--- config.mk ---
export PLATFORM = sky130hd
export DESIGN_NAME = debug_auth_gate
export DESIGN_NICKNAME = d
export VERILOG_FILES = /design/src/rtl/debug_auth_pkg.sv /design/src/rtl/pin_sync.sv /design/src/rtl/instr_feed.sv /design/src/rtl/debug_auth_gate.sv
export VERILOG_INCLUDE_DIRS = /design/src /design/src/rtl
export SDC_FILE = /design/constraint.sdc
export NUM_CORES = 1
export LEC_CHECK = 0
export BUFFER_PORTS_ARGS = -buffer_cell sky130_fd_sc_hd__buf_2
export CAP_MARGIN = 20
export CORE_UTILIZATION = 48
export CTS_CLUSTER_DIAMETER = 60
export DETAILED_ROUTE_END_ITERATION = 7
export GPL_ROUTABILITY_DRIVEN = 1
export HOLD_SLACK_MARGIN = 0.08
export PLACE_DENSITY = 0.9
export SYNTH_ARGS = -nofsm -noshare
export SYNTH_HDL_FRONTEND = slang
export SYNTH_SLANG_ARGS = --single-unit
export TNS_END_PERCENT = 30
--- constraint.sdc ---
create_clock -name clk -period 3.2 [get_ports clk]
set_input_delay 0.64 -clock clk [delete_from_list [all_inputs] [get_ports clk]]
set_output_delay 0.64 -clock clk [all_outputs]
set_load 0.05 [all_outputs]
--- src/rtl/debug_auth_consts.svh ---
// Offsets, field positions, reset values and widths for the debug gate
`ifndef DEBUG_AUTH_CONSTS_SVH
`define DEBUG_AUTH_CONSTS_SVH

// Debug register numbers; the byte address is the number times four
`define REGNUM_INSTR_XFER   10'd33
`define REGNUM_STATUS_CTRL  10'd34
`define REGNUM_RUN_CTRL     10'd36
`define REGNUM_AUTH_STATUS  10'd1006

// Bus geometry
`define APB_ADDR_W          12
`define APB_DATA_W          32

// Status and control register fields
`define SC_HALTED_BIT       0
`define SC_ENTRY_LSB        2
`define SC_ENTRY_MSB        5
`define SC_MODE_LSB         14
`define SC_MODE_MSB         15
`define SC_AUTH_LSB         16
`define SC_AUTH_MSB         17
`define SC_INSTR_DONE_BIT   24

// Entry method codes held in the entry field
`define ENTRY_RUN_CTRL      4'h0
`define ENTRY_EXT_REQUEST   4'h4

// Run control register bits (write only, self clearing)
`define RC_HALT_BIT         0
`define RC_RESTART_BIT      1

// Authentication status register fields
`define AS_NS_INV_BIT       0
`define AS_NS_NONINV_BIT    2
`define AS_S_INV_BIT        4
`define AS_S_NONINV_BIT     6
`define AS_IMPL_MASK        32'h0000_00AA

// Reset values
`define MODE_RESET          2'h0
`define ENTRY_RESET         4'h0
`define OPCODE_RESET        32'h0000_0000

// Synchroniser depth for the authentication and halt pins
`define SYNC_STAGES         2

`endif

--- src/rtl/debug_auth_pkg.sv ---
// Types shared by the debug authentication gate
package debug_auth_pkg;

	// Execution state of the core as seen by the debug logic
	typedef enum logic {
		CORE_RUNNING,
		CORE_HALTED
	} core_state_e;

	// Debug mode select field value
	typedef logic [1:0] mode_sel_t;

	// Entry method field value
	typedef logic [3:0] entry_t;

	// Debug register number
	typedef logic [9:0] reg_num_t;

endpackage

--- src/rtl/pin_sync.sv ---
// Multi-bit two-stage synchroniser for asynchronous pin inputs
`timescale 1ns/1ns

module pin_sync #(
	parameter int WIDTH  = 1,
	parameter int STAGES = 2
) (
	// Clock and reset
	input  wire logic             clk,
	input  wire logic             rst,
	// Asynchronous pins and their synchronised copies
	input  wire logic [WIDTH-1:0] pin_in,
	output logic      [WIDTH-1:0] pin_sync_out
);

	// Fewer than two stages would leave metastability exposed
	if (STAGES < 2 || WIDTH < 1) begin : g_bad_cfg
		$error("pin_sync: STAGES must be >= 2 and WIDTH >= 1");
	end

	logic [WIDTH-1:0] stage_r [STAGES];

	// Chain of flops; only the last stage is visible outside
	always_ff @(posedge clk) begin
		if (rst) begin
			for (int i = 0; i < STAGES; i++)
				stage_r[i] <= '0;
		end else begin
			stage_r[0] <= pin_in;
			for (int i = 1; i < STAGES; i++)
				stage_r[i] <= stage_r[i-1];
		end
	end

	assign pin_sync_out = stage_r[STAGES-1];

endmodule

--- src/rtl/instr_feed.sv ---
// Forced instruction issue and completion flag for debug state
`timescale 1ns/1ns
`include "debug_auth_consts.svh"

module instr_feed (
	// Clock and reset
	input  wire logic        clk,
	input  wire logic        rst,
	// Control from the register side
	input  wire logic        halted,
	input  wire logic        entering,
	input  wire logic        opcode_wr,
	input  wire logic [31:0] opcode_in,
	// Core execution handshake
	output logic             exec_valid,
	output logic      [31:0] exec_opcode,
	input  wire logic        exec_done,
	// Status
	output logic             instr_complete_flag
);

	logic        complete_r;
	logic        valid_r;
	logic [31:0] opcode_r;
	logic        accept;

	// Opcodes are only taken in debug state with the previous one retired
	assign accept = halted && complete_r && opcode_wr;          // [RULE_14]

	// Completion flag; core done wins over a same-cycle clear
	always_ff @(posedge clk) begin
		if (rst)
			complete_r <= 1'b1;
		else if (entering || (exec_done && valid_r))
			complete_r <= 1'b1;                                  // [RULE_13]
		else if (accept)
			complete_r <= 1'b0;
	end

	// Issue request held until the core reports completion
	always_ff @(posedge clk) begin
		if (rst)
			valid_r <= 1'b0;
		else if (exec_done && valid_r)
			valid_r <= 1'b0;
		else if (accept)
			valid_r <= 1'b1;                                     // [RULE_13]
	end

	// Opcode latch
	always_ff @(posedge clk) begin
		if (rst)
			opcode_r <= `OPCODE_RESET;
		else if (accept)
			opcode_r <= opcode_in;
	end

	assign exec_valid          = valid_r;
	assign exec_opcode         = opcode_r;
	assign instr_complete_flag = complete_r;

endmodule

--- src/rtl/debug_auth_gate.sv ---
// Debug authentication gate with APB debug registers and halt control
//
// What the document requires
// RULE_01 - Secure invasive needs secure-invasive and invasive enables
// RULE_02 - Nonsecure invasive follows the invasive enable alone
// RULE_03 - Nonsecure noninvasive when invasive or noninvasive enabled
// RULE_04 - Secure noninvasive needs a secure and a base enable
// RULE_05 - Invasive low forces mode select to zero
// RULE_06 - Invasive low makes halting debug events ignored
// RULE_07 - Status shows detected, synchronised values, not raw pins
// RULE_08 - Software follows the safe auth change sequence
// RULE_09 - No dependent operation before change sequence completes
// RULE_10 - Auth state readable in status and auth registers
// RULE_11 - Register number n sits at byte n times four
// RULE_12 - Debugger polls complete flag, writes opcode, polls again
// RULE_13 - Execute written opcodes; set complete flag when ready
// RULE_14 - Forced execution path is used only in debug state
// RULE_15 - Auth inputs are tied off or externally driven
// RULE_16 - External halt request enters debug, entry code recorded
// RULE_17 - Auth inputs synchronised before decoding, no glitches
//
// The APB slave port and the placing of the registers were left to the implementer.
`timescale 1ns/1ns
`include "debug_auth_consts.svh"

module debug_auth_gate #(
	// Synchroniser depth on every asynchronous pin
	parameter int SYNC_DEPTH = `SYNC_STAGES
) (
	// Clock and reset
	input  wire logic                        clk,
	input  wire logic                        rst,
	// Authentication pins, asynchronous
	input  wire logic                        secure_invasive_enable,
	input  wire logic                        invasive_enable,
	input  wire logic                        secure_noninvasive_enable,
	input  wire logic                        noninvasive_enable,
	// External halt request pin, asynchronous
	input  wire logic                        external_halt_request,
	// APB slave
	input  wire logic                        psel,
	input  wire logic                        penable,
	input  wire logic                        pwrite,
	input  wire logic [`APB_ADDR_W-1:0]      paddr,
	input  wire logic [`APB_DATA_W-1:0]      pwdata,
	output logic      [`APB_DATA_W-1:0]      prdata,
	output logic                             pready,
	output logic                             pslverr,
	// Permission outputs
	output logic                             perm_secure_invasive,
	output logic                             perm_nonsecure_invasive,
	output logic                             perm_secure_noninvasive,
	output logic                             perm_nonsecure_noninvasive,
	// Core control
	output logic                             debug_state,
	output logic                             exec_valid,
	output logic      [31:0]                 exec_opcode,
	input  wire logic                        exec_done
);

	import debug_auth_pkg::*;

	// A single stage would pass metastable values to the decode
	if (SYNC_DEPTH < 2) begin : g_bad_depth
		$error("debug_auth_gate: SYNC_DEPTH must be at least 2");
	end

	////////////////////////////////////////////////////////////////////////
	// Pin synchronisation

	logic [4:0] pins_s;
	logic       spien_s;
	logic       inv_s;
	logic       spnien_s;
	logic       nien_s;
	logic       ext_req_s;

	// Every pin passes SYNC_DEPTH flops (two by default) before the decode sees it
	pin_sync #(
		.WIDTH  (5),
		.STAGES (SYNC_DEPTH)
	) u_pin_sync (
		.clk          (clk),
		.rst          (rst),
		.pin_in       ({external_halt_request, secure_invasive_enable,
		                invasive_enable, secure_noninvasive_enable,
		                noninvasive_enable}),
		.pin_sync_out (pins_s)                                  // [RULE_17]
	);

	assign ext_req_s = pins_s[4];
	assign spien_s   = pins_s[3];
	assign inv_s     = pins_s[2];
	assign spnien_s  = pins_s[1];
	assign nien_s    = pins_s[0];

	////////////////////////////////////////////////////////////////////////
	// Permission decode

	logic s_inv_r;
	logic ns_inv_r;
	logic s_nin_r;
	logic ns_nin_r;

	// Registered decode so outputs cannot glitch as pins settle;
	// the price is a pin change reaching the outputs three clocks late,
	// which software covers by polling the status before relying on it
	always_ff @(posedge clk) begin
		if (rst) begin
			s_inv_r  <= 1'b0;
			ns_inv_r <= 1'b0;
			s_nin_r  <= 1'b0;
			ns_nin_r <= 1'b0;
		end else begin
			s_inv_r  <= spien_s && inv_s;                        // [RULE_01]
			ns_inv_r <= inv_s;                                   // [RULE_02]
			ns_nin_r <= inv_s || nien_s;                         // [RULE_03]
			s_nin_r  <= (spien_s || spnien_s) &&
			            (inv_s || nien_s);                       // [RULE_04]
		end
	end

	assign perm_secure_invasive       = s_inv_r;
	assign perm_nonsecure_invasive    = ns_inv_r;
	assign perm_secure_noninvasive    = s_nin_r;
	assign perm_nonsecure_noninvasive = ns_nin_r;

	////////////////////////////////////////////////////////////////////////
	// APB decode

	reg_num_t reg_num;
	logic     setup_ph;
	logic     access_ph;
	logic     hit_itr;
	logic     hit_sc;
	logic     hit_rc;
	logic     hit_as;
	logic     mapped;
	logic     wr_en;

	// Word index from the byte address, low two bits dropped
	assign reg_num   = paddr[`APB_ADDR_W-1:2];                   // [RULE_11]
	assign setup_ph  = psel && !penable;
	assign access_ph = psel && penable;
	assign hit_itr   = (reg_num == `REGNUM_INSTR_XFER);
	assign hit_sc    = (reg_num == `REGNUM_STATUS_CTRL);
	assign hit_rc    = (reg_num == `REGNUM_RUN_CTRL);
	assign hit_as    = (reg_num == `REGNUM_AUTH_STATUS);
	assign mapped    = hit_itr || hit_sc || hit_rc || hit_as;

	// No wait states; every access completes in its first access cycle
	// Writes to read-only places are dropped silently; writes to unmapped places are dropped with an error response
	assign pready = 1'b1;
	assign wr_en  = access_ph && pwrite && mapped;

	////////////////////////////////////////////////////////////////////////
	// Mode select and effective mode

	mode_sel_t mode_r;
	mode_sel_t mode_eff;

	// Software-written mode select held as written
	always_ff @(posedge clk) begin
		if (rst)
			mode_r <= `MODE_RESET;
		else if (wr_en && hit_sc)
			mode_r <= pwdata[`SC_MODE_MSB:`SC_MODE_LSB];
	end

	// With invasive debug off both monitor and halting modes are off
	assign mode_eff = ns_inv_r ? mode_r : `MODE_RESET;          // [RULE_05]

	////////////////////////////////////////////////////////////////////////
	// Halt and restart control

	core_state_e state_r;
	entry_t      entry_r;
	logic        rc_halt;
	logic        rc_restart;
	logic        halt_ok;
	logic        enter_ext;
	logic        enter_rc;
	logic        entering;

	assign rc_halt    = wr_en && hit_rc && pwdata[`RC_HALT_BIT];
	assign rc_restart = wr_en && hit_rc && pwdata[`RC_RESTART_BIT];

	// Halting events are dropped, not deferred, while invasive is off,
	// so a request that arrives too early must be raised again later
	assign halt_ok   = ns_inv_r && (state_r == CORE_RUNNING);   // [RULE_06]
	assign enter_ext = halt_ok && ext_req_s;                     // [RULE_16]
	assign enter_rc  = halt_ok && rc_halt && !ext_req_s;
	assign entering  = enter_ext || enter_rc;

	// Core state machine
	always_ff @(posedge clk) begin
		if (rst) begin
			state_r <= CORE_RUNNING;
		end else begin
			case (state_r)
				CORE_RUNNING: begin
					if (entering)
						state_r <= CORE_HALTED;
				end
				CORE_HALTED: begin
					// Restart is ignored while an opcode is still in flight
					if (rc_restart && !exec_valid)
						state_r <= CORE_RUNNING;
				end
				default: state_r <= CORE_RUNNING;
			endcase
		end
	end

	// Entry method recorded at the moment of entry
	// External request wins over a run-control halt in the same cycle
	always_ff @(posedge clk) begin
		if (rst)
			entry_r <= `ENTRY_RESET;
		else if (enter_ext)
			entry_r <= `ENTRY_EXT_REQUEST;                       // [RULE_16]
		else if (enter_rc)
			entry_r <= `ENTRY_RUN_CTRL;
	end

	assign debug_state = (state_r == CORE_HALTED);

	////////////////////////////////////////////////////////////////////////
	// Forced instruction execution

	logic instr_done;

	// Opcode register writes feed the core only in debug state
	instr_feed u_instr_feed (
		.clk                 (clk),
		.rst                 (rst),
		.halted              (debug_state),                      // [RULE_14]
		.entering            (entering),
		.opcode_wr           (wr_en && hit_itr),                 // [RULE_13]
		.opcode_in           (pwdata),
		.exec_valid          (exec_valid),
		.exec_opcode         (exec_opcode),
		.exec_done           (exec_done),
		.instr_complete_flag (instr_done)
	);

	////////////////////////////////////////////////////////////////////////
	// Read data

	logic [`APB_DATA_W-1:0] sc_word;
	logic [`APB_DATA_W-1:0] as_word;
	logic [`APB_DATA_W-1:0] rd_nxt;
	logic [`APB_DATA_W-1:0] prdata_r;
	logic                   err_r;

	// Status word built from detected values, never raw pins
	always_comb begin
		sc_word = '0;
		sc_word[`SC_HALTED_BIT]                 = debug_state;
		sc_word[`SC_ENTRY_MSB:`SC_ENTRY_LSB]    = entry_r;
		sc_word[`SC_MODE_MSB:`SC_MODE_LSB]      = mode_eff;      // [RULE_10]
		sc_word[`SC_AUTH_LSB]                   = ns_inv_r;      // [RULE_07]
		sc_word[`SC_AUTH_MSB]                   = ns_nin_r;      // [RULE_10]
		sc_word[`SC_INSTR_DONE_BIT]             = instr_done;    // [RULE_13]
	end

	// Authentication status: permission bits plus implemented marks
	always_comb begin
		as_word = `AS_IMPL_MASK;
		as_word[`AS_NS_INV_BIT]    = ns_inv_r;                   // [RULE_10]
		as_word[`AS_NS_NONINV_BIT] = ns_nin_r;
		as_word[`AS_S_INV_BIT]     = s_inv_r;
		as_word[`AS_S_NONINV_BIT]  = s_nin_r;                    // [RULE_07]
	end

	// Instruction transfer register is write only and reads zero
	// Run control is write only as well and also reads zero
	always_comb begin
		rd_nxt = '0;
		if (hit_sc)
			rd_nxt = sc_word;
		else if (hit_as)
			rd_nxt = as_word;
	end

	// Read data captured in setup so it is stable through access
	always_ff @(posedge clk) begin
		if (rst)
			prdata_r <= '0;
		else if (setup_ph && !pwrite)
			prdata_r <= rd_nxt;
	end

	// Error flag for unmapped addresses, valid through access
	always_ff @(posedge clk) begin
		if (rst)
			err_r <= 1'b0;
		else if (setup_ph)
			err_r <= !mapped;
	end

	// Error shown only in the access phase, as the bus expects
	assign prdata  = prdata_r;
	assign pslverr = access_ph && err_r;

endmodule

==> flow_metrics.py <==
metrics = {
    "status": {
        "status": "finished clean",
    },
    "cts": {
        "path_clk_slew_ns": 0.06,
        "cts_root_buffer": "clkbuf_8",
        "cts_buffers": 9,
        "ctsHtreeMaxLevel": 3,
        "ctsResizeCount": 0,
        "cts_hold_buf": 0,
        "insertion_delay_ns": 0.33,
        "cts_setup_buffers": 0,
        "cts_sinks": 63,
        "tritoncts": "built",
        "clockBufferDepth": 2,
    },
    "worst_setup_path": {
        "cp.required_ns": 3.38,
        "critPathMaxFanout": 32,
        "crit_cells": 6,
        "endpoint": "u_instr_feed.exec_opcode[13]",
        "crit_path_max_incr_delay_ns": 0.64,
        "cp.buffers_inverters": 2,
        "critPathTopFamily": "simple AND/OR/NAND/NOR gates",
        "ff2ff_path_depth": 5,
        "rr_endpoint": "u_instr_feed.exec_opcode[13]",
        "cp-startpoint": "paddr[9]",
        "endpoint_kind": "flip-flop",
        "crit_top_cell": "or4_1",
        "cp.arrival_ns": 2.44,
        "path_cells": "buf_2 -> or4_1 -> or4_1 -> buf_4 -> nand2_1 -> a21oi_1",
        "r2r_start": "debug_state",
        "crit_path_top_delay_cell": "or4_1",
        "start_kind": "input pin",
        "crit_type": "in -> reg",
        "r2r_slack_ns": 1.34,
    },
    "sta": {
        "fin_crit_sh_pct": 70.58,
        "slew_viol_final": 0,
        "min_period_ns": 2.259,
        "setup_violations": 0,
        "hold_viol_final": 0,
        "fin_tns_setup_ns": 0,
        "rsz0062_at_grt": "no",
        "clock.fmax_mhz": 442.7,
        "slew_headroom_pct": 52.98,
        "holdWs_ns": 0.4363,
        "tightest_slew_ns": 0.6999,
        "finalClockSkew_ns": 0.008645,
    },
    "floorplanning": {
        "coreArea_sq_mm": 0.004817,
        "row_count": 25,
        "dieWidth_um": 73.46,
        "die_area_sq_mm": 0.005396,
        "die_h_um": 73.46,
        "start_util_pct": 50.88,
        "io_pins": 127,
    },
    "global_route": {
        "grt_use_total_pct": 19.86,
        "grt-ovfl-total": 0,
        "grt_max_degree": 39,
        "grt_first_pass_wirelength_um": 8135,
        "antenna_found_initial": 0,
        "grt_pass1_vias": 1905,
    },
    "synth": {
        "synth-main-ff-cell": "dfxtp_1",
        "synthCells": 288,
        "synthArstFlopShare_pct": 0,
        "yosysTopAreaCell": "dfxtp_1",
        "syn_area_sq_mm": 0.002451,
        "synth_warnings": 0,
        "synth_edf_count": 0,
        "ys_seq_area_share_pct": 51.45,
        "ys_top_cells_by_area": "dfxtp_1 (51%), nand2_1 (12%), a21oi_1 (8.8%), buf_4 (7.0%), nor2b_1 (3.6%)",
        "synth_top_area_share_pct": 51.45,
        "ys_seq_elements": 63,
        "syn_area_per_cell_sq_um": 8.511,
        "ys_types": 34,
    },
    "layout": {
        "nets": 441,
        "layout-drive-gt1-share_pct": 33.33,
        "syn_to_final_growth_pct": 28.69,
        "layout_common_cells": "buf_2 (104), nand2_1 (77), dfxtp_1 (63), a21oi_1 (43), conb_1 (20)",
        "layout_commonest_cell": "buf_2",
        "n_antenna_cell": 0,
        "fin_cells": 457,
    },
    "power": {
        "ir_drop_mv": 0.3520,
        "finalPower_mw": 1.714,
        "p_leak_nw": 1.405,
        "p_per_area_mw_per_mm2": 543.3,
    },
    "detailed_routing": {
        "dr.pass1.iters": 4,
        "drtIter0Drc": 109,
        "drc": 0,
        "ant_nets": 0,
        "dr_total_vias": 2210,
        "wire_per_inst_um": 11.75,
        "drt-vias-per-instance": 4.836,
        "wl_um": 5369,
    },
    "placement": {
        "numPortBuffers": 104,
        "dp_hpwl_um": 3792,
        "place_congestion": 0.8284,
        "dp.cells": 442,
    },
    "job": {
        "timing.max_cap.violations": 0,
    },
    "worst_hold_path": {
        "hp-start": "u_pin_sync.stage_r[0][1]",
        "min_path_type": "reg -> reg",
    },
}
through the flow:
| step | setup slack, ns | utilization [%] | cell area [sq um] |
|---|---|---|---|
| after floorplan | 0.8331 | - | 2519 |
| after global placement | 0.6467 | 60.70 | 2924 |
| after detailed placement | 0.6214 | 60.70 | 2924 |
| after CTS | 0.9611 | 65.48 | 3154 |
| after global routing | 0.8868 | 65.48 | 3154 |
| final | 0.9414 | 65.48 | 3154 |
area by class of cell:
cell class / instances / area [sq um]
fillers: 426 / 1663
clock inverters: 3 / 65.06
flip-flops and latches: 63 / 1261
repair buffers: 107 / 543.0
multi-input cells: 205 / 1036
well taps: 67 / 83.83
clock buffers: 12 / 165.2
where the power goes:
part / total (mW) / internal [mW] / switching [mW]
Sequential: 0.797 / 0.793 / 0.00390
Clock: 0.780 / 0.497 / 0.283
Combinational: 0.137 / 0.0368 / 0.100
sequential cells by signal, indices dropped and copies added (netlist names):
register / count
u_instr_feed.exec_opcode: 32
prdata: 10
u_pin_sync.stage_r: 10
mode_r: 2
debug_state: 1
entry_r: 1
err_r: 1
perm_nonsecure_invasive: 1
perm_nonsecure_noninvasive: 1
perm_secure_invasive: 1
perm_secure_noninvasive: 1
u_instr_feed.exec_valid: 1
u_instr_feed.instr_complete_flag: 1
synth_stat cells (2+ instances only):
| cell | instances |
|---|---|
| nand3_1 | 6 |
| nand2_1 | 77 |
| nand4_1 | 5 |
| clkbuf_1 | 14 |
| nor3_1 | 3 |
| a221oi_1 | 2 |
| nor2_1 | 8 |
| or4_1 | 2 |
| a21oi_1 | 43 |
| dfxtp_1 | 63 |
| nor4_2 | 2 |
| mux2i_1 | 2 |
| nor2b_1 | 14 |
| nand2b_1 | 4 |
| buf_4 | 23 |
| conb_1 | 2 |
worst reg2reg max path, stage by stage, from the launching register on:
cell and delay (ns):
dfxtp_1 0.42, nand4_1 0.25, or4_1 0.60, buf_4 0.27
nand2_1 0.11, a21oi_1 0.07
cell families (layout without fill, tap and decap cells):
| group | count (synthesis) | after routing | share of synthesized area, % |
|---|---|---|---|
| compound gates | 49 | 49 | 10.98 |
| xor+xnor | 1 | 1 | 0.3574 |
| flops | 63 | 63 | 51.45 |
| simple gates | 132 | 132 | 26.24 |
| buf+inv | 38 | 122 | 9.393 |
| mux | 3 | 3 | 1.276 |
| other cells | 2 | 20 | 0.3064 |
worst min-delay path by stage:
stage                                           to  slack [ns]  cells past startpoint
after floorplan           u_pin_sync.stage_r[0][5]        0.41                      1
after global placement    u_pin_sync.stage_r[0][6]        0.42                      1
after detailed placement  u_pin_sync.stage_r[0][6]        0.42                      1
after CTS                 u_pin_sync.stage_r[0][6]        0.44                      1
after global routing      u_pin_sync.stage_r[0][9]        0.46                      1
final                     u_pin_sync.stage_r[0][6]        0.44                      1
per-layer routing:
layer  routed length, um  up-vias  track usage [%]
li1                    -     1109                -
met1                2428     1008            22.98
met2                2537       89            33.23
met3                 356        4            7.133
met4                  46        0            8.120
met5                   0        -                0
Power figures use the tool's default switching activity.
